[src/logic/csw_pkg.sv]
// Constants and types for the clocked serial interface
package csw_pkg;

  // ==========================================================
  // Register indices, byte address is four times the index
  localparam logic [29:0] IDX_MODE = 30'h0000ff82;
  localparam logic [29:0] IDX_PRESC = 30'h0000ff83;
  localparam logic [29:0] IDX_SHIFT = 30'h0000ff84;
  localparam logic [29:0] IDX_LATCH = 30'h0000ff85;
  localparam logic [29:0] IDX_STATUS = 30'h0000ff86;
  localparam logic [1:0] WORD_ALIGN = 2'h0;

  // ==========================================================
  // Reset values, masks and the latch control read value
  localparam logic [7:0] MODE_RESET = 8'h00;
  localparam logic [7:0] PRESC_RESET = 8'h04;
  localparam logic [7:0] MODE_WR_MASK = 8'hcf;
  localparam logic [7:0] LATCH_READ = 8'h00;
  localparam logic [7:0] SHIFT_RESET = 8'h00;

  // ==========================================================
  // Field positions
  localparam int unsigned TXE_BIT = 7;
  localparam int unsigned RXE_BIT = 6;
  localparam int unsigned MODE_HI_BIT = 3;
  localparam int unsigned MODE_LO_BIT = 2;
  localparam int unsigned CLK_HI_BIT = 1;
  localparam int unsigned CLK_LO_BIT = 0;
  localparam int unsigned LATCH_SET_BIT = 1;
  localparam int unsigned LATCH_CLR_BIT = 0;
  localparam int unsigned STAT_BUSY_BIT = 0;
  localparam int unsigned STAT_DONE_BIT = 1;

  // ==========================================================
  // Clock sources and counts
  typedef enum logic [1:0] {
    CSW_CLK_EXT,
    CSW_CLK_TIMER,
    CSW_CLK_PRESC,
    CSW_CLK_OSC16
  } csw_clk_e;
  localparam int unsigned OSC_DIV = 16;
  localparam logic [7:0] OSC_HALF_LAST = 8'(OSC_DIV / 2 - 1);
  localparam logic [3:0] LAST_BIT = 4'h7;

  typedef enum logic {
    CSW_IDLE,
    CSW_RUN
  } csw_state_e;

endpackage

[src/logic/csw_serial_io.sv]
// Clocked serial interface, 3-wire and 2-wire modes, with APB registers

module csw_serial_io (
  input wire logic mclk_in,
  input wire logic rst_b_in,
  input wire logic psel_in,
  input wire logic penable_in,
  input wire logic pwrite_in,
  input wire logic [31:0] paddr_in,
  input wire logic [31:0] pwdata_in,
  output logic [31:0] prdata_out,
  output logic pready_out,
  output logic pslverr_out,
  input wire logic timer_tick_in,
  input wire logic serial_clock_pin_in,
  output logic serial_clock_pin_out,
  output logic serial_clock_pin_oe_b_out,
  input wire logic serial_out_pin_in,
  output logic serial_out_pin_out,
  output logic serial_out_pin_oe_b_out,
  input wire logic serial_in_pin_in,
  output logic transfer_done_irq_out
);

  // ==========================================================
  // State
  typedef struct packed {
    csw_pkg::csw_state_e st;
    logic [7:0] mode_r;
    logic [7:0] presc_r;
    logic [7:0] shift_r;
    logic latch_r;
    logic [3:0] cnt_r;
    logic sck_r;
    logic [7:0] div_r;
    logic abort_r;
    logic ck_s1;
    logic ck_s2;
    logic ck_s3;
    logic di_s1;
    logic di_s2;
    logic sd_s1;
    logic sd_s2;
    logic [31:0] prdata_r;
    logic irq_r;
    logic done_r;
  } csw_state_s;

  csw_state_s q;
  csw_state_s n;

  logic tx_en;
  logic rx_en;
  logic any_en;
  logic two_wire;
  logic lsb_first;
  logic ext_clk;
  logic master;
  logic tick;
  logic fall_ev;
  logic rise_ev;
  logic setup;
  logic acc;
  logic hit;
  logic wr_mode;
  logic wr_shift;
  logic rd_shift;
  logic rd_status;
  logic start;
  logic [29:0] idx;
  logic [7:0] rd_byte;
  logic rx_bit;

  // ==========================================================
  // Decode
  assign tx_en = q.mode_r[csw_pkg::TXE_BIT];
  assign rx_en = q.mode_r[csw_pkg::RXE_BIT];
  assign any_en = tx_en | rx_en;
  assign two_wire = q.mode_r[csw_pkg::MODE_HI_BIT];
  assign lsb_first = q.mode_r[csw_pkg::MODE_LO_BIT] & ~two_wire;
  assign ext_clk = csw_pkg::csw_clk_e'(q.mode_r[csw_pkg::CLK_HI_BIT:csw_pkg::CLK_LO_BIT])
                   == csw_pkg::CSW_CLK_EXT;
  assign master = ~ext_clk;
  assign rx_bit = two_wire ? q.sd_s2 : q.di_s2;
  assign idx = paddr_in[31:2];
  assign setup = psel_in & ~penable_in;
  assign acc = psel_in & penable_in;
  assign hit = (paddr_in[1:0] == csw_pkg::WORD_ALIGN) &&
               (idx == csw_pkg::IDX_MODE || idx == csw_pkg::IDX_PRESC ||
                idx == csw_pkg::IDX_SHIFT || idx == csw_pkg::IDX_LATCH ||
                idx == csw_pkg::IDX_STATUS);
  assign wr_mode = acc & pwrite_in & hit & (idx == csw_pkg::IDX_MODE);
  assign wr_shift = acc & pwrite_in & hit & (idx == csw_pkg::IDX_SHIFT);
  assign rd_shift = acc & ~pwrite_in & hit & (idx == csw_pkg::IDX_SHIFT);
  assign rd_status = acc & ~pwrite_in & hit & (idx == csw_pkg::IDX_STATUS);

  // Start: transmit write, receive read, or receive enable rising
  assign start = (wr_shift & tx_en) | (rd_shift & rx_en) |
                 (wr_mode & pwdata_in[csw_pkg::RXE_BIT] & ~rx_en);

  // ==========================================================
  // Serial clock selector
  always_comb begin
    unique case (csw_pkg::csw_clk_e'(q.mode_r[csw_pkg::CLK_HI_BIT:csw_pkg::CLK_LO_BIT]))
      csw_pkg::CSW_CLK_EXT: tick = 1'b0;
      csw_pkg::CSW_CLK_TIMER: tick = timer_tick_in;
      csw_pkg::CSW_CLK_PRESC: tick = q.div_r == q.presc_r;
      csw_pkg::CSW_CLK_OSC16: tick = q.div_r == csw_pkg::OSC_HALF_LAST;
    endcase
  end

  // Edges only count while a transfer runs
  assign fall_ev = (q.st == csw_pkg::CSW_RUN) &&
                   (ext_clk ? (q.ck_s3 & ~q.ck_s2) : (tick & q.sck_r));
  assign rise_ev = (q.st == csw_pkg::CSW_RUN) &&
                   (ext_clk ? (~q.ck_s3 & q.ck_s2) : (tick & ~q.sck_r));

  always_comb begin
    unique case (idx)
      csw_pkg::IDX_MODE: rd_byte = q.mode_r;
      csw_pkg::IDX_PRESC: rd_byte = q.presc_r;
      csw_pkg::IDX_SHIFT: rd_byte = q.shift_r;
      csw_pkg::IDX_STATUS: rd_byte = {6'h00, q.done_r, q.st == csw_pkg::CSW_RUN};
      default: rd_byte = csw_pkg::LATCH_READ;
    endcase
  end

  // ==========================================================
  // Next state
  always_comb begin
    n = q;
    n.irq_r = 1'b0;
    n.ck_s1 = serial_clock_pin_in;
    n.ck_s2 = q.ck_s1;
    n.ck_s3 = q.ck_s2;
    n.di_s1 = serial_in_pin_in;
    n.di_s2 = q.di_s1;
    n.sd_s1 = serial_out_pin_in;
    n.sd_s2 = q.sd_s1;
    if (setup) begin
      n.prdata_r = hit ? {24'h000000, rd_byte} : 32'h00000000;
    end
    if (rd_status) begin
      n.done_r = 1'b0;
    end
    if (acc && pwrite_in && hit) begin
      unique case (idx)
        csw_pkg::IDX_MODE: n.mode_r = pwdata_in[7:0] & csw_pkg::MODE_WR_MASK;
        csw_pkg::IDX_PRESC: n.presc_r = pwdata_in[7:0];
        csw_pkg::IDX_SHIFT: n.shift_r = pwdata_in[7:0];
        csw_pkg::IDX_LATCH: begin
          if (pwdata_in[csw_pkg::LATCH_SET_BIT]) begin
            n.latch_r = 1'b1;
          end else if (pwdata_in[csw_pkg::LATCH_CLR_BIT]) begin
            n.latch_r = 1'b0;
          end
        end
        default: n.done_r = n.done_r;
      endcase
    end
    n.div_r = (q.st == csw_pkg::CSW_RUN && !tick) ? q.div_r + 8'h01 : 8'h00;
    unique case (q.st)
      csw_pkg::CSW_IDLE: begin
        n.sck_r = 1'b1;
        n.cnt_r = 4'h0;
        n.abort_r = 1'b0;
        if (start) begin
          n.st = csw_pkg::CSW_RUN;
        end
      end
      csw_pkg::CSW_RUN: begin
        if (!any_en) begin
          if (ext_clk || q.sck_r) begin
            n.st = csw_pkg::CSW_IDLE;
            n.sck_r = 1'b1;
          end else begin
            n.abort_r = 1'b1;
          end
        end
        if (fall_ev && any_en && !q.abort_r) begin
          n.sck_r = 1'b0;
          n.latch_r = lsb_first ? q.shift_r[0] : q.shift_r[7];
        end
        if (rise_ev) begin
          n.sck_r = 1'b1;
          n.shift_r = lsb_first ? {rx_bit, q.shift_r[7:1]} : {q.shift_r[6:0], rx_bit};
          n.cnt_r = q.cnt_r + 4'h1;
          if (q.abort_r || !any_en) begin
            n.st = csw_pkg::CSW_IDLE;
          end else if (q.cnt_r == csw_pkg::LAST_BIT) begin
            n.st = csw_pkg::CSW_IDLE;
            n.irq_r = 1'b1;
            n.done_r = 1'b1;
          end
        end
      end
    endcase
  end

  // ==========================================================
  // Registers
  always_ff @(posedge mclk_in or negedge rst_b_in) begin
    if (!rst_b_in) begin
      q.st <= csw_pkg::CSW_IDLE;
      q.mode_r <= csw_pkg::MODE_RESET;
      q.presc_r <= csw_pkg::PRESC_RESET;
      q.shift_r <= csw_pkg::SHIFT_RESET;
      q.latch_r <= 1'b0;
      q.cnt_r <= 4'h0;
      q.sck_r <= 1'b1;
      q.div_r <= 8'h00;
      q.abort_r <= 1'b0;
      q.ck_s1 <= 1'b1;
      q.ck_s2 <= 1'b1;
      q.ck_s3 <= 1'b1;
      q.di_s1 <= 1'b0;
      q.di_s2 <= 1'b0;
      q.sd_s1 <= 1'b1;
      q.sd_s2 <= 1'b1;
      q.prdata_r <= 32'h00000000;
      q.irq_r <= 1'b0;
      q.done_r <= 1'b0;
    end else begin
      q <= n;
    end
  end

  // ==========================================================
  // Outputs
  assign prdata_out = q.prdata_r;
  assign pready_out = 1'b1;
  assign pslverr_out = acc & ~hit;
  assign transfer_done_irq_out = q.irq_r;
  assign serial_clock_pin_out = two_wire ? 1'b0 : q.sck_r;
  assign serial_clock_pin_oe_b_out = two_wire ? ~(master & ~q.sck_r) : ext_clk;
  assign serial_out_pin_out = two_wire ? 1'b0 : q.latch_r;
  assign serial_out_pin_oe_b_out = two_wire ? ~(tx_en & ~q.latch_r) : ~tx_en;

  // ==========================================================
  // Assertions
  a_done_after_eight: assert property (@(posedge mclk_in) disable iff (!rst_b_in)
    q.irq_r |-> ($past(q.cnt_r) == csw_pkg::LAST_BIT && q.st == csw_pkg::CSW_IDLE))
    else $error("done pulse without eight clocks");

  a_sck_idle_high: assert property (@(posedge mclk_in) disable iff (!rst_b_in)
    q.st == csw_pkg::CSW_IDLE |-> q.sck_r)
    else $error("serial clock not high while idle");

  a_tx_off_float: assert property (@(posedge mclk_in) disable iff (!rst_b_in)
    !tx_en |-> serial_out_pin_oe_b_out)
    else $error("data pin driven with transmit off");

  a_mode_write_stored: assert property (@(posedge mclk_in) disable iff (!rst_b_in)
    wr_mode |=> q.mode_r == ($past(pwdata_in[7:0]) & csw_pkg::MODE_WR_MASK))
    else $error("mode write not stored");

  a_latch_reads_zero: assert property (@(posedge mclk_in) disable iff (!rst_b_in)
    (setup && idx == csw_pkg::IDX_LATCH && paddr_in[1:0] == csw_pkg::WORD_ALIGN)
    |=> prdata_out == 32'h00000000)
    else $error("latch control read not zero");

  a_ext_no_drive: assert property (@(posedge mclk_in) disable iff (!rst_b_in)
    (ext_clk && !two_wire) |-> serial_clock_pin_oe_b_out)
    else $error("clock driven in slave mode");

  a_ext_abort_now: assert property (@(posedge mclk_in) disable iff (!rst_b_in)
    (ext_clk && q.st == csw_pkg::CSW_RUN && !any_en)
    |=> (q.st == csw_pkg::CSW_IDLE && !q.irq_r))
    else $error("external abort not immediate");

  a_tx_start: assert property (@(posedge mclk_in) disable iff (!rst_b_in)
    (wr_shift && tx_en && q.st == csw_pkg::CSW_IDLE) |=> q.st == csw_pkg::CSW_RUN)
    else $error("shift write did not start transfer");

  a_idle_count_zero: assert property (@(posedge mclk_in) disable iff (!rst_b_in)
    (q.st == csw_pkg::CSW_IDLE && $past(q.st) == csw_pkg::CSW_IDLE) |-> q.cnt_r == 4'h0)
    else $error("counter not cleared while idle");

  a_int_abort_quiet: assert property (@(posedge mclk_in) disable iff (!rst_b_in)
    (q.abort_r && rise_ev) |=> (q.st == csw_pkg::CSW_IDLE && !q.irq_r))
    else $error("internal abort raised done");

  a_irq_one_cycle: assert property (@(posedge mclk_in) disable iff (!rst_b_in)
    q.irq_r |=> !q.irq_r)
    else $error("done pulse longer than one cycle");

  a_count_in_range: assert property (@(posedge mclk_in) disable iff (!rst_b_in)
    q.st == csw_pkg::CSW_RUN |-> q.cnt_r <= csw_pkg::LAST_BIT)
    else $error("bit counter past eight while running");

  a_latch_set_write: assert property (@(posedge mclk_in) disable iff (!rst_b_in)
    (acc && pwrite_in && hit && idx == csw_pkg::IDX_LATCH && q.st == csw_pkg::CSW_IDLE &&
     pwdata_in[csw_pkg::LATCH_SET_BIT]) |=> q.latch_r)
    else $error("latch set write not applied");

  a_sck_on_tick: assert property (@(posedge mclk_in) disable iff (!rst_b_in)
    (master && q.st == csw_pkg::CSW_RUN && !tick) |=> $stable(q.sck_r))
    else $error("serial clock moved without a tick");

  a_ext_idle_hold: assert property (@(posedge mclk_in) disable iff (!rst_b_in)
    (ext_clk && q.st == csw_pkg::CSW_IDLE && !(acc && pwrite_in))
    |=> ($stable(q.shift_r) && $stable(q.latch_r)))
    else $error("idle external clock changed data");

  a_two_wire_low: assert property (@(posedge mclk_in) disable iff (!rst_b_in)
    two_wire |-> (!serial_out_pin_out && !serial_clock_pin_out))
    else $error("open-drain pin driven high");

  a_push_pull_out: assert property (@(posedge mclk_in) disable iff (!rst_b_in)
    (!two_wire && tx_en) |-> (!serial_out_pin_oe_b_out && serial_out_pin_out == q.latch_r))
    else $error("3-wire data pin not driven from latch");

  a_master_drives: assert property (@(posedge mclk_in) disable iff (!rst_b_in)
    (master && !two_wire) |-> (!serial_clock_pin_oe_b_out && serial_clock_pin_out == q.sck_r))
    else $error("master clock not driven");

  a_lsb_bit_out: assert property (@(posedge mclk_in) disable iff (!rst_b_in)
    (fall_ev && any_en && !q.abort_r && lsb_first) |=> q.latch_r == $past(q.shift_r[0]))
    else $error("first bit not taken from the low end");

  a_rx_start: assert property (@(posedge mclk_in) disable iff (!rst_b_in)
    (wr_mode && pwdata_in[csw_pkg::RXE_BIT] && !rx_en && q.st == csw_pkg::CSW_IDLE)
    |=> q.st == csw_pkg::CSW_RUN)
    else $error("receive enable did not start a transfer");

endmodule

[config.mk]
export PLATFORM = sky130hd
export DESIGN_NAME = csw_serial_io
export DESIGN_NICKNAME = d
export VERILOG_FILES = /design/src/logic/csw_pkg.sv /design/src/logic/csw_serial_io.sv
export SDC_FILE = /design/constraint.sdc
export NUM_CORES = 1
export LEC_CHECK = 0
export ABC_AREA = 1
export BUFFER_PORTS_ARGS = -buffer_cell sky130_fd_sc_hd__buf_4
export CAP_MARGIN = 20
export CORE_UTILIZATION = 52
export CTS_CLUSTER_SIZE = 8
export DETAILED_ROUTE_END_ITERATION = 6
export PLACE_DENSITY = 0.81
export SLEW_MARGIN = 30
export SYNTH_ARGS = -nofsm -noshare
export SYNTH_HDL_FRONTEND = slang
export SYNTH_SLANG_ARGS = --single-unit
[constraint.sdc]
create_clock -name mclk_in -period 1.79 [get_ports mclk_in]
set_input_delay 0.2685 -clock mclk_in [delete_from_list [all_inputs] [get_ports mclk_in]]
set_output_delay 0.2685 -clock mclk_in [all_outputs]
set_load 0.005 [all_outputs]
==> summary.md <==
| Metric | Value |
|---|---|
| Status | `finished with violations` |
| Failing checks | `negative hold slack` |
| Post-synth EDFFs | `0` |
| IO buf count | `62` |
| Avg WL per Cell | `12.9 µm` |
| RSZ-0062 raised after global routing | `true` |
| Final setup viols | `0` |
| Leak Pwr | `0.00222 µW` |
| Cell taking the most area after synthesis | `dfrtp_1` |
| Area Growth Syn to Fin | `21.1%` |
| Max Clk Rate | `0.570 GHz` |
| Skew final | `0.00637 ns` |
| Asr flop ratio synth | `100%` |
| CP max FO | `8` |
| Crit path top cell by count | `nand2_1` |
| Post-Synthesis Cells | `494` |
| Core area | `0.00679 mm²` |
| Hold slack | `-0.0141 ns` |
| Number of I/O pins | `112` |
| Final hold violations | `25` |
| Final TNS setup | `0 ns` |
| Initial Util | `53.7%` |
| Avg Inst Size Synth | `7.39 µm²` |
| Initial DRC count | `243` |
| Worst reg-to-reg setup slack | `0.04 ns` |
| R2R depth | `13` |
| Yosys Warn Count | `0` |
| Area contributors post-synth | `dfrtp_1, nand2_1, buf_4` |
| Crit path capture type | `register` |
| Final min period | `1.75 ns` |
| Diodes inserted | `0` |
| Startpoint types | `register` |
| Hold Path Class | `input port to asynchronous set/reset pin` |
| 1st-pass router iterations | `5` |
| Worst-path cell chain | `nand2_4, buf_6, nand2_2, nand2_1, nand3_1, nor2_1, nand2_1, nand2_2, nand3_4, nand2_8, buf_8, o2111ai_2, nand2_1` |
| Final WL | `8550 µm` |
| Post-synthesis register bit count | `55` |
| Placer Congestion | `0.913` |
| Commonest non-fill, non-tap cell in the layout | `nand2_1` |
| Most frequent cells in the layout | `nand2_1, buf_4, inv_1` |
| H-Tree Level Count | `2` |
| HPWL after DPL | `6550 µm` |
| Die Y | `85.8 µm` |
| CTS tree | `done` |
| CTS Buf Count | `5` |
| Critical Path RT | `2.05 ns` |
| CTS Root Cell | `clkbuf_8` |
| Placed cells | `652` |
| Vias in the first global route | `3145` |
| Die ar. | `0.00736 mm²` |
| Worst-Skew Late Latency | `0.32 ns` |
| Core Rows | `30` |
| Crit path launch | `q[73]` |
| First-pass GRT wire length | `14000 µm` |
| CP Buf/Inv Count | `2` |
| Pin count of the biggest net entering global routing | `56` |
| Routed vias | `3364` |
| Crit-path max cell delay | `0.42 ns` |
| Share of layout cells above drive strength 1 | `26.4%` |
| Crit path arrival time | `2.01 ns` |
| Initial antenna violation count | `0` |
| Slew headroom | `53.8%` |
| Routed Antenna Nets | `0` |
| Fin nets | `643` |
| Tcrit/Tclk final | `98.0%` |
| Residual DRC count | `0` |
| Top cell family by delay on the critical path | `simple AND/OR/NAND/NOR gates` |
| Grt ovf | `0` |
| Maximum clock insertion buffer count | `2` |
| CP endpoint | `q[63]` |
| Post-synth cell types | `37` |
| Critical Path Stages | `13` |
| WS Path Type | `register to register` |
| Mapped Area | `0.00365 mm²` |
| Final worst slack | `0.0360 ns` |
| Actual slew at the worst max-slew pin | `0.693 ns` |
| Place WS | `-0.128 ns` |
| Final std cells w/o fill | `665` |
| Ys flop type | `dfrtp_1` |
| Reg2reg end | `q[63]` |
| Peak supply drop | `0.280 mV` |
| Worst r2r src | `q[73]` |
| Reg clk slew, reported paths | `0.11 ns` |
| Vias per cell | `5.06` |
| Max_cap viols | `0` |
| P per Cell Area | `522 mW/mm²` |
| Slowest-stage cell, CP | `dfrtp_1` |
| DIE WIDTH | `85.8 µm` |
| Max-slew violation count | `0` |
| Tot GR Track Use | `23.9%` |
| Seq/Total Area, Yosys | `37.9%` |
| # clock sinks | `55` |
| Yosys top cell area share | `32.9%` |
-- how the worst min path moves through the flow --
stage                     slack, ns               from       endpoint
after floorplan               -0.03           rst_b_in          n[36]
after global placement         0.34              n[36]          q[36]
after detailed placement       0.34              n[36]          q[36]
after CTS                      0.01           rst_b_in  prdata_out[5]
after global routing           0.02  serial_out_pin_in          n[34]
final                         -0.01           rst_b_in  prdata_out[5]
-- power by group --
| group | internal [µW] | total, µW | switching (µW) | leakage (µW) |
|---|---|---|---|---|
| sequential | 1250 | 1260 | 2.45 | 0.000672 |
| combinational | 85.6 | 190 | 104 | 0.00149 |
| clock | 422 | 860 | 438 | 0.0000548 |
-- area by class of cell --
type	count	area, µm²
clock inverters	3	46.3
flip-flops and latches	55	1390
repair buffers	85	649
inverters	69	259
fillers	554	2370
well taps	96	120
clock buffers	5	68.8
multi-input cells	352	1890
-- flip-flops by register name, indices dropped and copies added (netlist names) --
register	flops
prdata_out	8
transfer_done_irq_out	1
q	42
n	4
-- synthesized netlist by cell type, types with 7 or more instances --
cell,instances
nand2_1,130
nand3_1,19
xor2_1,8
dfstp_2,7
nor2_1,47
inv_1,57
nand4_1,10
o2111ai_1,7
o21ai_1,28
dfrtp_1,48
buf_4,33
o21ai_0,23
clkinv_1,8
-- metal layers --
metal  vias to the layer above  global-route usage (%)  routed length (µm)
met2                       106                    40.8                4260
met1                      1564                    30.7                3650
li1                       1671                       -                   -
met5                         -                       0                   0
met3                        23                    4.14                 397
met4                         0                    8.48                 232
-- metrics by stage --
stage	cell area, µm²	util, %	power, µW
3_5_place_dp	4140	60.9	1460
3_3_place_gp	4140	60.9	1460
2_1_floorplan	3740	-	1370
5_1_grt	4420	65.0	2390
4_1_cts	4260	62.7	2310
6_report	4420	65.0	2310
-- cell families (layout without fill, tap and decap cells) --
kind of cell,count (synthesis),count (layout),share of synthesized area [%]
buffers and inverters,111,162,16.1
XOR/XNOR,9,9,2.16
AND/OR/NAND/NOR,240,241,30.9
adder cells (fa/ha/maj),2,2,0.686
AO/OA/AOI/OAI,75,75,12.0
flip-flops,55,55,37.9
other,2,25,0.206
-- worst register-to-register path, stage by stage, from the launching register on --
cell,delay [ns]
dfrtp_1,0.42
nand2_4,0.12
buf_6,0.12
nand2_2,0.04
nand2_1,0.05
nand3_1,0.07
nor2_1,0.11
nand2_1,0.08
nand2_2,0.10
nand3_4,0.10
nand2_8,0.14
buf_8,0.15
o2111ai_2,0.11
nand2_1,0.08
-- timing repair --
action / 4_1_cts / 5_1_grt
gates cloned: 0 / 1
gates resized for setup: 1 / 31
pin swaps: 1 / 18
endpoints found under the setup margin: 3 / 26
setup buffers: 1 / 3
hold buffers: 0 / 0
Note: power is estimated with default switching activity, not from simulation.
